[src/hw/ubpc_pkg.sv]
/*
  ubpc_pkg: register map, field layout, reset values and carrier types for the
  serial port baud and power control block.
  assumes: 32-bit AXI4-Lite register bus, one aligned word per register.
*/
package ubpc_pkg;

  // ****************************************************************
  // register byte offsets
  // ****************************************************************
  localparam logic [4:0] OFS_BAUD_DIV = 5'h00;
  localparam logic [4:0] OFS_MODE     = 5'h04;
  localparam logic [4:0] OFS_STATUS   = 5'h08;
  localparam logic [4:0] OFS_IRQ_STAT = 5'h0c;
  localparam logic [4:0] OFS_IRQ_MASK = 5'h10;

  // ****************************************************************
  // reset values
  // ****************************************************************
  localparam logic [15:0] RST_BAUD_DIV = 16'h0000;
  localparam logic [15:0] RST_MODE     = 16'h0000;
  localparam logic [2:0]  RST_IRQ      = 3'h0;

  // irq status / mask bit positions
  localparam int IRQ_WAKE_EDGE = 0;
  localparam int IRQ_TX_ABORT  = 1;
  localparam int IRQ_RX_ABORT  = 2;

  // axi responses
  localparam logic [1:0] RESP_OKAY   = 2'h0;
  localparam logic [1:0] RESP_SLVERR = 2'h2;

  // port_mode_reg layout; bit 7 is the sleep-exit-on-edge bit
  typedef struct packed {
    logic       port_enable;    // 15
    logic       rsvd14;         // 14
    logic       stop_in_idle;   // 13
    logic [4:0] rsvd12_8;       // 12:8
    logic       wake_on_edge;   // 7
    logic [1:0] rx_irq_select;  // 6:5
    logic       rx_irq_enable;  // 4
    logic [2:0] rsvd3_1;        // 3:1
    logic       autobaud_en;    // 0
  } ubpc_mode_t;

  // port_status_reg: live state of the block, read only
  typedef struct packed {
    logic [10:0] rsvd;
    logic        port_clk_en;
    logic        idle_halt;
    logic        sleeping;
    logic        rx_active;
    logic        tx_active;
  } ubpc_status_t;

endpackage

[src/hw/ubpc_top.sv]
/*
  ubpc_top: baud rate generator, rate-detect capture routing and Sleep/Idle
  behaviour of an asynchronous serial port, with an AXI4-Lite register slave.
  assumes: shifters and framing live outside and follow port_clk_en, the
  oversample tick and the abort pulses; sleep_mode/idle_mode come from the
  processor power controller and are synchronous to aclk.

*/
`timescale 1ns/10ps
module ubpc_top #(
  parameter int PORT_NUM = 1
) (
  input  wire  logic        aclk,
  input  wire  logic        aresetn,
  input  wire  logic [4:0]  s_axi_awaddr,
  input  wire  logic        s_axi_awvalid,
  output logic              s_axi_awready,
  input  wire  logic [31:0] s_axi_wdata,
  input  wire  logic [3:0]  s_axi_wstrb,
  input  wire  logic        s_axi_wvalid,
  output logic              s_axi_wready,
  output logic [1:0]        s_axi_bresp,
  output logic              s_axi_bvalid,
  input  wire  logic        s_axi_bready,
  input  wire  logic [4:0]  s_axi_araddr,
  input  wire  logic        s_axi_arvalid,
  output logic              s_axi_arready,
  output logic [31:0]       s_axi_rdata,
  output logic [1:0]        s_axi_rresp,
  output logic              s_axi_rvalid,
  input  wire  logic        s_axi_rready,
  input  wire  logic        sleep_mode,
  input  wire  logic        idle_mode,
  input  wire  logic        tx_active,
  input  wire  logic        rx_active,
  input  wire  logic        tx_serial,
  input  wire  logic        serial_in_pin,
  output logic              serial_out_pin,
  output logic              capture_channel_one,
  output logic              capture_channel_two,
  output logic              port_clk_en,
  output logic              oversample_tick,
  output logic              tx_abort,
  output logic              rx_abort,
  output logic [1:0]        rx_irq_select,
  output logic              rx_edge_irq,
  output logic              wake_req,
  output logic              irq
);

  // ****************************************************************
  // register bus slave
  // ****************************************************************
  logic [15:0]          div_q;
  ubpc_pkg::ubpc_mode_t mode_q;
  logic [2:0]           istat_q;
  logic [2:0]           imask_q;
  logic                 bvalid_q;
  logic [1:0]           bresp_q;
  logic                 rvalid_q;
  logic [1:0]           rresp_q;
  logic [31:0]          rdata_q;
  logic                 wr_go;
  logic                 rd_go;
  ubpc_pkg::ubpc_status_t status;
  logic [15:0]          div_d;
  function automatic logic is_mapped(input logic [4:0] a);
    is_mapped = (a == ubpc_pkg::OFS_BAUD_DIV) || (a == ubpc_pkg::OFS_MODE) ||
                (a == ubpc_pkg::OFS_STATUS)   || (a == ubpc_pkg::OFS_IRQ_STAT) ||
                (a == ubpc_pkg::OFS_IRQ_MASK);
  endfunction
  // both channels are taken in the same edge; a lone one waits for its mate
  assign wr_go         = s_axi_awvalid && s_axi_wvalid && !bvalid_q;
  assign s_axi_awready = wr_go;
  assign s_axi_wready  = wr_go;
  assign rd_go         = s_axi_arvalid && !rvalid_q;
  assign s_axi_arready = rd_go;
  assign s_axi_bvalid  = bvalid_q;
  assign s_axi_bresp   = bresp_q;
  assign s_axi_rvalid  = rvalid_q;
  assign s_axi_rresp   = rresp_q;
  assign s_axi_rdata   = rdata_q;
  logic div_wr;
  logic mode_wr;
  assign div_wr  = wr_go && (s_axi_awaddr == ubpc_pkg::OFS_BAUD_DIV);
  assign mode_wr = wr_go && (s_axi_awaddr == ubpc_pkg::OFS_MODE);
  assign div_d   = {s_axi_wstrb[1] ? s_axi_wdata[15:8] : div_q[15:8],
                    s_axi_wstrb[0] ? s_axi_wdata[7:0] : div_q[7:0]};

  always_ff @(posedge aclk) begin
    if (!aresetn) begin
      bvalid_q <= 1'b0;
      bresp_q  <= ubpc_pkg::RESP_OKAY;
    end else if (wr_go) begin
      bvalid_q <= 1'b1;
      bresp_q  <= is_mapped(s_axi_awaddr) ? ubpc_pkg::RESP_OKAY : ubpc_pkg::RESP_SLVERR;
    end else if (s_axi_bready) begin
      bvalid_q <= 1'b0;
    end
  end
  always_ff @(posedge aclk) begin
    if (!aresetn) begin
      rvalid_q <= 1'b0;
      rresp_q  <= ubpc_pkg::RESP_OKAY;
      rdata_q  <= 32'h0000_0000;
    end else if (rd_go) begin
      rvalid_q <= 1'b1;
      rresp_q  <= is_mapped(s_axi_araddr) ? ubpc_pkg::RESP_OKAY : ubpc_pkg::RESP_SLVERR;
      if (s_axi_araddr == ubpc_pkg::OFS_BAUD_DIV) begin
        rdata_q <= {16'h0000, div_q};
      end else if (s_axi_araddr == ubpc_pkg::OFS_MODE) begin
        rdata_q <= {16'h0000, mode_q};
      end else if (s_axi_araddr == ubpc_pkg::OFS_STATUS) begin
        rdata_q <= {16'h0000, status};
      end else if (s_axi_araddr == ubpc_pkg::OFS_IRQ_STAT) begin
        rdata_q <= {29'h0000_0000, istat_q};
      end else if (s_axi_araddr == ubpc_pkg::OFS_IRQ_MASK) begin
        rdata_q <= {29'h0000_0000, imask_q};
      end else begin
        rdata_q <= 32'h0000_0000;
      end
    end else if (s_axi_rready) begin
      rvalid_q <= 1'b0;
    end
  end
  // ****************************************************************
  // divisor and mode registers
  // ****************************************************************
  // full 16-bit divisor
  always_ff @(posedge aclk) begin
    if (!aresetn) begin
      div_q <= ubpc_pkg::RST_BAUD_DIV;
    end else if (div_wr) begin
      div_q <= div_d;
    end
  end
  // only bus writes change these, sleep never touches them
  always_ff @(posedge aclk) begin
    if (!aresetn) begin
      mode_q <= ubpc_pkg::RST_MODE;
    end else if (mode_wr) begin
      if (s_axi_wstrb[0]) mode_q[7:0]  <= s_axi_wdata[7:0];
      if (s_axi_wstrb[1]) mode_q[15:8] <= s_axi_wdata[15:8];
    end
  end
  // selection only passes to the receiver, the edge path ignores it
  assign rx_irq_select = mode_q.rx_irq_select;
  // ****************************************************************
  // power state and port clock
  // ****************************************************************
  logic sleep_q;
  logic idle_halt;
  logic sleep_enter;
  always_ff @(posedge aclk) begin
    if (!aresetn) begin
      sleep_q <= 1'b0;
    end else begin
      sleep_q <= sleep_mode;
    end
  end

  assign sleep_enter = sleep_mode && !sleep_q;
  assign idle_halt   = idle_mode && mode_q.stop_in_idle;
  assign port_clk_en = mode_q.port_enable && !sleep_mode && !idle_halt;

  assign status = '{rsvd: 11'h000, port_clk_en: port_clk_en, idle_halt: idle_halt,
                    sleeping: sleep_q, rx_active: rx_active, tx_active: tx_active};

  // ****************************************************************
  // baud generator
  // ****************************************************************
  logic [15:0] cnt_q;
  logic        tick_q;
  // tick every divisor+1 clocks, reload on write
  // receiver/transmitter divide the tick by sixteen
  always_ff @(posedge aclk) begin
    if (!aresetn) begin
      cnt_q  <= ubpc_pkg::RST_BAUD_DIV;
      tick_q <= 1'b0;
    end else if (div_wr || !port_clk_en) begin
      // a halted port restarts from a full period, so the first bit is never short
      cnt_q  <= div_wr ? div_d : div_q;
      tick_q <= 1'b0;
    end else if (cnt_q == 16'h0000) begin
      cnt_q  <= div_q;
      tick_q <= 1'b1;
    end else begin
      cnt_q  <= cnt_q - 16'h0001;
      tick_q <= 1'b0;
    end
  end

  assign oversample_tick = tick_q;
  // ****************************************************************
  // sleep abort and serial output
  // ****************************************************************
  logic tx_abort_q;
  logic rx_abort_q;
  logic sout_q;
  always_ff @(posedge aclk) begin
    if (!aresetn) begin
      tx_abort_q <= 1'b0;
      rx_abort_q <= 1'b0;
    end else begin
      tx_abort_q <= sleep_enter && tx_active;
      rx_abort_q <= sleep_enter && rx_active;
    end
  end

  always_ff @(posedge aclk) begin
    if (!aresetn) begin
      sout_q <= 1'b1;
    end else begin
      sout_q <= (sleep_mode || !mode_q.port_enable) ? 1'b1 : tx_serial;
    end
  end

  assign tx_abort       = tx_abort_q;
  assign rx_abort       = rx_abort_q;
  assign serial_out_pin = sout_q;

  assign capture_channel_one = mode_q.autobaud_en && (PORT_NUM == 1) && serial_in_pin;
  assign capture_channel_two = mode_q.autobaud_en && (PORT_NUM == 2) && serial_in_pin;

  // ****************************************************************
  // wake on falling edge
  // ****************************************************************
  logic rx_prev_q;
  logic edge_q;
  logic edge_d;
  // edge in sleep with wake bit and port enable
  assign edge_d = sleep_q && mode_q.wake_on_edge && mode_q.port_enable &&
                  rx_prev_q && !serial_in_pin;

  always_ff @(posedge aclk) begin
    if (!aresetn) begin
      rx_prev_q <= 1'b1;
      edge_q    <= 1'b0;
    end else begin
      rx_prev_q <= serial_in_pin;
      edge_q    <= edge_d;
    end
  end

  assign rx_edge_irq = edge_q;
  // wake only with receive interrupt enabled
  assign wake_req    = edge_q && mode_q.rx_irq_enable;

  // ****************************************************************
  // interrupt status and mask
  // ****************************************************************
  logic [2:0] ev;
  logic [2:0] w1c;
  assign ev  = {rx_abort_q, tx_abort_q, edge_q};
  assign w1c = (wr_go && (s_axi_awaddr == ubpc_pkg::OFS_IRQ_STAT) && s_axi_wstrb[0]) ?
               s_axi_wdata[2:0] : 3'h0;

  // an event in the clearing cycle wins over the clear
  always_ff @(posedge aclk) begin
    if (!aresetn) begin
      istat_q <= ubpc_pkg::RST_IRQ;
    end else begin
      istat_q <= (istat_q & ~w1c) | ev;
    end
  end

  always_ff @(posedge aclk) begin
    if (!aresetn) begin
      imask_q <= ubpc_pkg::RST_IRQ;
    end else if (wr_go && (s_axi_awaddr == ubpc_pkg::OFS_IRQ_MASK) && s_axi_wstrb[0]) begin
      imask_q <= s_axi_wdata[2:0];
    end
  end

  assign irq = |(istat_q & imask_q);
endmodule

[config.mk]
export PLATFORM = sky130hd
export DESIGN_NAME = ubpc_top
export DESIGN_NICKNAME = d
export VERILOG_FILES = /design/src/hw/ubpc_pkg.sv /design/src/hw/ubpc_top.sv
export SDC_FILE = /design/constraint.sdc
export NUM_CORES = 1
export LEC_CHECK = 0
export ABC_AREA = 1
export BUFFER_PORTS_ARGS = -buffer_cell sky130_fd_sc_hd__buf_4
export CAP_MARGIN = 15
export CELL_PAD_IN_SITES_DETAIL_PLACEMENT = 1
export CELL_PAD_IN_SITES_GLOBAL_PLACEMENT = 2
export CORE_ASPECT_RATIO = 0.5
export CORE_MARGIN = 3
export CORE_UTILIZATION = 30
export CTS_BUF_LIST = sky130_fd_sc_hd__clkbuf_2
export DETAILED_ROUTE_END_ITERATION = 16
export PLACE_DENSITY = 0.82
export SLEW_MARGIN = 5
export SYNTH_ARGS = -nofsm -noshare
export SYNTH_HDL_FRONTEND = slang
export SYNTH_SLANG_ARGS = --single-unit
[constraint.sdc]
create_clock -name aclk -period 1.9 [get_ports aclk]
set_input_delay 0.095 -clock aclk [delete_from_list [all_inputs] [get_ports aclk]]
set_output_delay 0.095 -clock aclk [all_outputs]
set_load 0.02 [all_outputs]
## Word-level counts from Yosys, hierarchy flattened

Index checks and enable logic that the tools add are counted.

- Bits in registers: 99
- Bits of input ports: 59
- Output and inout bits: 53
- Word-level logic and storage cells: 106

- $add $sub $neg: 1
- Equality and inequality tests: 8
- Multiplexer cells: 18
- Bitwise logic cells: 5
- Reduce and logical (&&, ||, !) cells: 49

Operator list:

| operator | number |
|---|---|
| $mux W16 | 5 |
| $logic_and A1 B1 Y1 | 21 |
| $eq A5 B4 Y1 const B | 4 |
| $logic_not A16 Y1 | 1 |
| $mux W8 | 2 |
| $sub A16 B1 Y16 const B | 1 |
| $eq A5 B3 Y1 const B | 2 |
| $eq A5 B5 Y1 const B | 2 |
| $logic_not A5 Y1 | 2 |
| $logic_or A1 B1 Y1 | 10 |
| $mux W3 | 3 |
| $logic_not A1 Y1 | 8 |
| $and A3 B3 Y3 | 2 |
| $mux W1 | 5 |
| $mux W5 | 1 |
| $mux W2 | 2 |
| $reduce_and A2 Y1 | 2 |
| $reduce_bool A2 Y1 | 2 |
| $reduce_or A2 Y1 | 2 |
| $not A3 Y3 | 1 |
| $or A3 B3 Y3 | 1 |
| $reduce_or A3 Y1 | 1 |
| $not A1 Y1 | 1 |

## Logic depth before layout (Yosys ltp)

Gate-level depths: netlist (run 1).

- Depth in word-level cells: 8
- Gate-level depth with buffers: 12
- Gate-level depth less buffers: 12

## Worst setup path before layout (run 1)

OpenSTA, ideal clock, no wires.

- Path type: register to register
- Start point: register cnt_q[0]
- End point: register cnt_q[7]
- Library setup time: 113 ps
- Arrival: 1296 ps
- Data required time: 1787 ps
- Setup slack: 491 ps
- Stages on the path, launching flop included: 13
- Clock period less this slack: 1409 ps
- Cells stage by stage: dfxtp_1 -> inv_1 -> ha_1 -> inv_1 -> nor2_1 -> nand3_1 -> nor2_1 -> nand2_2 -> inv_2 -> buf_6 -> nand2_1 -> nand3_1 -> nand2_1

- Cells in the longest elaborated chain, start to end: 3
- Elaborated cells between the ends (all ways): 4
- Classes of those cells: add/sub (1); mux (2); reduce/logical (1)

Ends and longest elaborated chain:

| what | RTL line | text |
|---|---|---|
| start, declared | ubpc_top.sv:172 | `logic [15:0] cnt_q;` |
| start signal, assigned | ubpc_top.sv:178 | `cnt_q <= ubpc_pkg::RST_BAUD_DIV;` |
| start signal, assigned | ubpc_top.sv:182 | `cnt_q <= div_wr ? div_d : div_q;` |
| start signal, assigned | ubpc_top.sv:185 | `cnt_q <= div_q;` |
| $sub A16 B1 Y16 or $logic_not A16 Y1 (tied branches) | ubpc_top.sv:188, ubpc_top.sv:184 |  |
| $mux W16 (*) | ubpc_top.sv:184 | `end else if (cnt_q == 16'h0000) begin` |
| $mux W16 (*) | ubpc_top.sv:180 | `end else if (div_wr \|\| !port_clk_en) begin` |

Every way passes the cells marked *; elsewhere a longest branch is shown, timed or not.
A chain may end at the register's enable or synchronous reset.

==> impl_metrics.tcl, run 1 <==
set metrics [dict create \
    root_buffer "clkbuf_2" \
    yosysWarnings 0 \
    ir_worst_vdd_uv 331 \
    worstPathArrival_ns 2.32 \
    diodes 0 \
    synth_top_area_share_pct 35.6 \
    hold_start "s_axi_awaddr[3]" \
    hold_ws_ns 0.0645 \
    dr_wl_met2_um 5900 \
    core_um2 14700 \
    yosys.area.top_type "dfxtp_1" \
    boundaryPins 112 \
    async_reset_ff_share_pct 0 \
    nNetsFinal 795 \
    worstSetupEndpointType "flop" \
    cts_setup_buffers 0 \
    path_clk_slew_ns 0.23 \
    grt_overflow 0 \
    ff2ff_path_depth 11 \
    synthCells 639 \
    critPathSlowestCell "dlygate4sd3_1" \
    dr.pass1.iters 4 \
    wl_met3_um 414 \
    drive_gt1_share_pct 22.6 \
    netlist_area_um2 4550 \
    grt_start_max_net_pins 36 \
    synth_flop_cell "dfxtp_1" \
    crit_type "primary input to flop" \
    worst_slack_ns 0.0708 \
    setup_viol 0 \
    cp_top_family "buffers and inverters" \
    min_path_type "primary input to flop" \
    die_h_um 93.1 \
    dr.first_iter.drc_count 154 \
    period_needed_ns 1.83 \
    ant_nets 0 \
    finClkSkew_ns 0.0342 \
    final_cell_mix "nand2_1 (123), nor2_1 (81), dfxtp_1 (81), buf_4 (78), inv_1 (61)" \
    h-tree-depth 3 \
    final_common_cell "nand2_1" \
    r2r-end "cnt_q[15]" \
    finalCritPeriodShare_pct 96.3 \
    hold_viol_final 0 \
    insertion_delay_ns 0.52 \
    grt_pass1_vias 4313 \
    grt_usage_pct 15.8 \
    synth_edf_count 0 \
    final.setup.tns_ns 0 \
    met1Wirelength_um 6870 \
    syn_to_final_growth_pct 23.0 \
    crit_path_start "aresetn" \
    row_count 31 \
    ys_types 40 \
    leakagePower_nw 2.61 \
    cp_max_fo 35 \
    grt_pass1_wl_um 21700 \
    antenna_found_initial 0 \
    routedWlPerCell_um 14.2 \
    hpwl_um 10100 \
    synth-seq-cells 81 \
    fmax_mhz 547 \
    r2r-start "cnt_q[0]" \
    rsz0062_at_grt "no" \
    syn_area_per_cell_um2 7.13 \
    rrSetupSlack_ns 0.28 \
    num_vias 4357 \
    maxCapViolations 0 \
    worst_pin_slew_ns 0.544 \
    gp_congestion 0.808 \
    drc 0 \
    die_area_um2 16800 \
    cts_tree "built" \
    die_x_um 180 \
    status "complete, no violations" \
    fillCellCount 1856 \
    clock_path_buffers 2 \
    worst_setup_path_start_kind "primary input" \
    synth.area.top_cells "dfxtp_1 (36%), nand2_1 (10%), nor2_1 (6.8%)" \
    ys_seq_area_share_pct 35.6 \
    highest_layer "met4" \
    slew_violations 0 \
    crit_chain "dlygate4sd3_1 > buf_4 > buf_4 > nand2_1 > nor3b_1 > dlygate4sd3_1" \
    wirelength_um 13300 \
    power_density_nw_per_um2 588 \
    via_per_inst 4.65 \
    start_util_pct 31.1 \
    hold_depth 6 \
    cp_slowest_stage_delay_ns 0.56 \
    slew_headroom_pct 63.4 \
    place_ws_ns 0.205 \
    cts.sinks 81 \
    numCtsBuffers 9 \
    min_to "istat_q[0]" \
    port-buffer-count 74 \
    worstPathRequired_ns 2.39 \
    crit_buf_inv 4 \
]
[logic make-up (layout without fill, tap and decap cells)]
logic type / count (synthesis) / after routing / synth area share [%]
adder cells (fa/ha/maj): 2 / 2 / 0.549
flip-flops: 81 / 81 / 35.6
buffers and inverters: 131 / 212 / 14.8
AO/OA/AOI/OAI: 113 / 113 / 16.6
AND/OR/NAND/NOR: 307 / 307 / 31.5
XOR/XNOR: 4 / 4 / 0.769
other: 1 / 19 / 0.0823
[tightest hold or removal path, stage by stage]
cell     delay [ns]
buf_4          0.11
inv_1          0.07
nor3_1         0.08
nand3_1        0.08
a21oi_1        0.06
nor2_1         0.07
[state kept, by name, indices dropped and copies added (netlist names)]
| register | cells |
|---|---|
| div_q | 16 |
| s_axi_rvalid | 1 |
| cnt_q | 16 |
| tx_abort | 1 |
| imask_q | 3 |
| rx_edge_irq | 1 |
| s_axi_rdata | 16 |
| rx_prev_q | 1 |
| sleep_q | 1 |
| serial_out_pin | 1 |
| istat_q | 3 |
| s_axi_rresp | 1 |
| oversample_tick | 1 |
| s_axi_bvalid | 1 |
| s_axi_bresp | 1 |
| rx_irq_select | 2 |
| rx_abort | 1 |
| mode_q | 14 |
[how the worst max path moves through the flow]
stage / to / slack [ns] / cells past startpoint
finish: rx_abort / 0.07 / 6
global route: s_axi_arready / 0.005 / 3
CTS: s_axi_arready / 0.08 / 3
floorplan: cnt_q[7] / 0.49 / 12
detailed placement: s_axi_rdata[2] / 0.20 / 6
global placement: s_axi_rdata[2] / 0.28 / 6
[where the power goes]
part / switching (W) / internal, W / leakage [nW]
logic: 0.000290 / 0.000214 / 1.87
registers: 0.0000242 / 0.00174 / 0.657
clock network: 0.000603 / 0.000422 / 0.0745
[repair_timing]
action                                  4_1_cts  5_1_grt
endpoints found under the setup margin        0        1
endpoints found under the hold margin        59        0
resized for setup                             0        1
hold buffers                                 34        0
[per-layer routing]
| metal | global-route usage, % | vias up |
|---|---|---|
| met5 | 0 | - |
| met4 | 2.17 | 0 |
| met3 | 3.03 | 6 |
| met2 | 26.1 | 74 |
| met1 | 22.2 | 2067 |
| li1 | - | 2210 |
[metrics by stage]
stage	area [um^2]	std cells	total power [W]	utilization (%)
detailed placement	5140	887	0.00225	35.0
finish	5600	936	0.00329	38.2
CTS	5600	936	0.00333	38.2
global placement	5140	887	0.00224	35.0
floorplan	4620	657	0.00209	-
global route	5600	936	0.00345	38.2
[Yosys cell counts (3+ instances only)]
cell type	instances
clkinv_4	3
nand2_2	7
buf_4	24
nand3_1	53
a21oi_1	16
o21ai_1	11
nand2_1	123
nor2_1	82
nand4_1	12
o211ai_1	5
inv_1	61
buf_2	11
inv_2	18
o21ai_0	51
o21bai_1	3
and2_1	5
buf_6	6
o211ai_2	20
o21ai_2	5
dfxtp_1	81
clkbuf_1	5
nor2_4	8
[area by class of cell]
type / instances / area [um^2] / area share [%]
clock buffer: 10 / 50.0 / 0.894
clock inverter: 5 / 71.3 / 1.27
inverter: 84 / 337 / 6.01
multi-input combinational: 445 / 2330 / 41.6
sequential: 81 / 1620 / 29.0
tap: 198 / 248 / 4.42
timing repair buffer: 113 / 946 / 16.9
(Power assumes the default switching activity.)
==> run 2: changes to the inputs <==
- clock period: 1.9 -> 2 ns (I/O delays scaled with it)
==> impl_metrics.tcl, run 2 (same netlist as run 1, synthesis figures left out) <==
set metrics [dict create \
    leakagePower_nw 2.70 \
    die_x_um 180 \
    grt_pass1_vias 4351 \
    clock_path_buffers 2 \
    status "complete, no violations" \
    setup_viol 0 \
    final.setup.tns_ns 0 \
    cp_max_fo 2 \
    nNetsFinal 810 \
    drive_gt1_share_pct 22.9 \
    final_cell_mix "nand2_1 (123), nor2_1 (81), dfxtp_1 (81), buf_4 (81), inv_1 (61)" \
    numCtsBuffers 9 \
    dr.first_iter.drc_count 177 \
    ant_nets 0 \
    slew_headroom_pct 64.6 \
    gp_congestion 0.835 \
    period_needed_ns 1.84 \
    ir_worst_vdd_uv 230 \
    crit_chain "dlygate4sd3_1 > buf_4 > nor2_1 > nand2_1 > inv_2 > nand2_1 > dlygate4sd3_1 > nand2_1 > dlygate4sd3_1 > a21oi_1" \
    dr.pass1.iters 4 \
    fillCellCount 1889 \
    crit_path_start "s_axi_awaddr[3]" \
    hold_viol_final 0 \
    port-buffer-count 74 \
    die_area_um2 16800 \
    critPathSlowestCell "dlygate4sd3_1" \
    worst_pin_slew_ns 0.527 \
    grt_pass1_wl_um 21700 \
    slew_violations 0 \
    final_common_cell "nand2_1" \
    routedWlPerCell_um 14.1 \
    rsz0062_at_grt "no" \
    grt_start_max_net_pins 39 \
    die_h_um 93.1 \
    antenna_found_initial 1 \
    crit_type "primary input to flop" \
    min_path_type "primary input to flop" \
    power_density_nw_per_um2 571 \
    worstSetupEndpointType "flop" \
    worstPathRequired_ns 2.47 \
    finalCritPeriodShare_pct 92.0 \
    h-tree-depth 3 \
    cts.sinks 81 \
    cp_slowest_stage_delay_ns 0.57 \
    r2r-start "s_axi_bvalid" \
    hold_start "s_axi_araddr[3]" \
    num_vias 4438 \
    drc 0 \
    fmax_mhz 543 \
    hold_ws_ns 0.0543 \
    cts_tree "built" \
    root_buffer "clkbuf_2" \
    core_um2 14700 \
    maxCapViolations 0 \
    worstPathArrival_ns 2.31 \
    wirelength_um 13500 \
    boundaryPins 112 \
    grt_overflow 0 \
    syn_to_final_growth_pct 27.2 \
    worst_setup_path_start_kind "primary input" \
    insertion_delay_ns 0.54 \
    row_count 31 \
    start_util_pct 31.1 \
    finClkSkew_ns 0.0333 \
    via_per_inst 4.64 \
    hpwl_um 9990 \
    path_clk_slew_ns 0.23 \
    grt_usage_pct 15.8 \
]
-- run 2: worst max-delay path, delay by kind of cell --
| kind | cells | cell delay (ns) |
|---|---|---|
| buf+inv | 5 | 1.85 |
| compound gates | 1 | 0.05 |
| simple gates | 4 | 0.31 |
-- run 2: path summary, 6_finish.rpt --
check | to | slack [ns] | cells after the start
max reg2reg | imask_q[0] | 0.23 | 7
max | s_axi_bresp[1] | 0.16 | 10
min reg2reg | rx_edge_irq | 0.47 | 2
min | s_axi_rdata[2] | 0.05 | 5
-- run 2: layout make-up --
class	instances	area, um^2	area share (%)
clock buffers	10	50.0	0.864
well taps	198	248	4.28
repair buffers	128	1090	18.8
diodes	4	10.0	0.173
clock inverters	6	106	1.84
multi-input cells	445	2330	40.3
inverters	84	334	5.77
flip-flops and latches	81	1620	28.0
-- run 2: repair_timing --
item,in CTS,in global routing
hold endpoints to repair,58,0
setup endpoints to repair,0,3
gates resized for setup,0,1
hold buffers,46,0
buffers inserted,0,3
-- run 2: where the power goes --
group	internal, W	switching, W	total, W
combinational	0.000216	0.000281	0.000497
sequential	0.00165	0.0000224	0.00167
clock	0.000537	0.000598	0.00113
total	0.00240	0.000901	0.00331
-- run 2: routing by layer --
metal  wire length (um)  share of wire, %  GRT usage, %
met4                108              0.80          2.74
met1               6830                51          21.2
met3                450               3.3          3.38
met2               6070                45          26.7
met5                  0                 0             0
-- run 2: per-stage QoR --
step / setup WS (ns) / power, W / instance area, um^2 / std cells / util [%]
final: 0.159 / 0.00331 / 5790 / 956 / 39.5
after global routing: 0.0938 / 0.00345 / 5790 / 956 / 39.5
after CTS: 0.0972 / 0.00335 / 5750 / 949 / 39.2
after detailed placement: 0.405 / 0.00213 / 5140 / 887 / 35.0
after global placement: 0.445 / 0.00213 / 5140 / 887 / 35.0
after floorplan: 0.591 / 0.00199 / 4620 / 657 / -
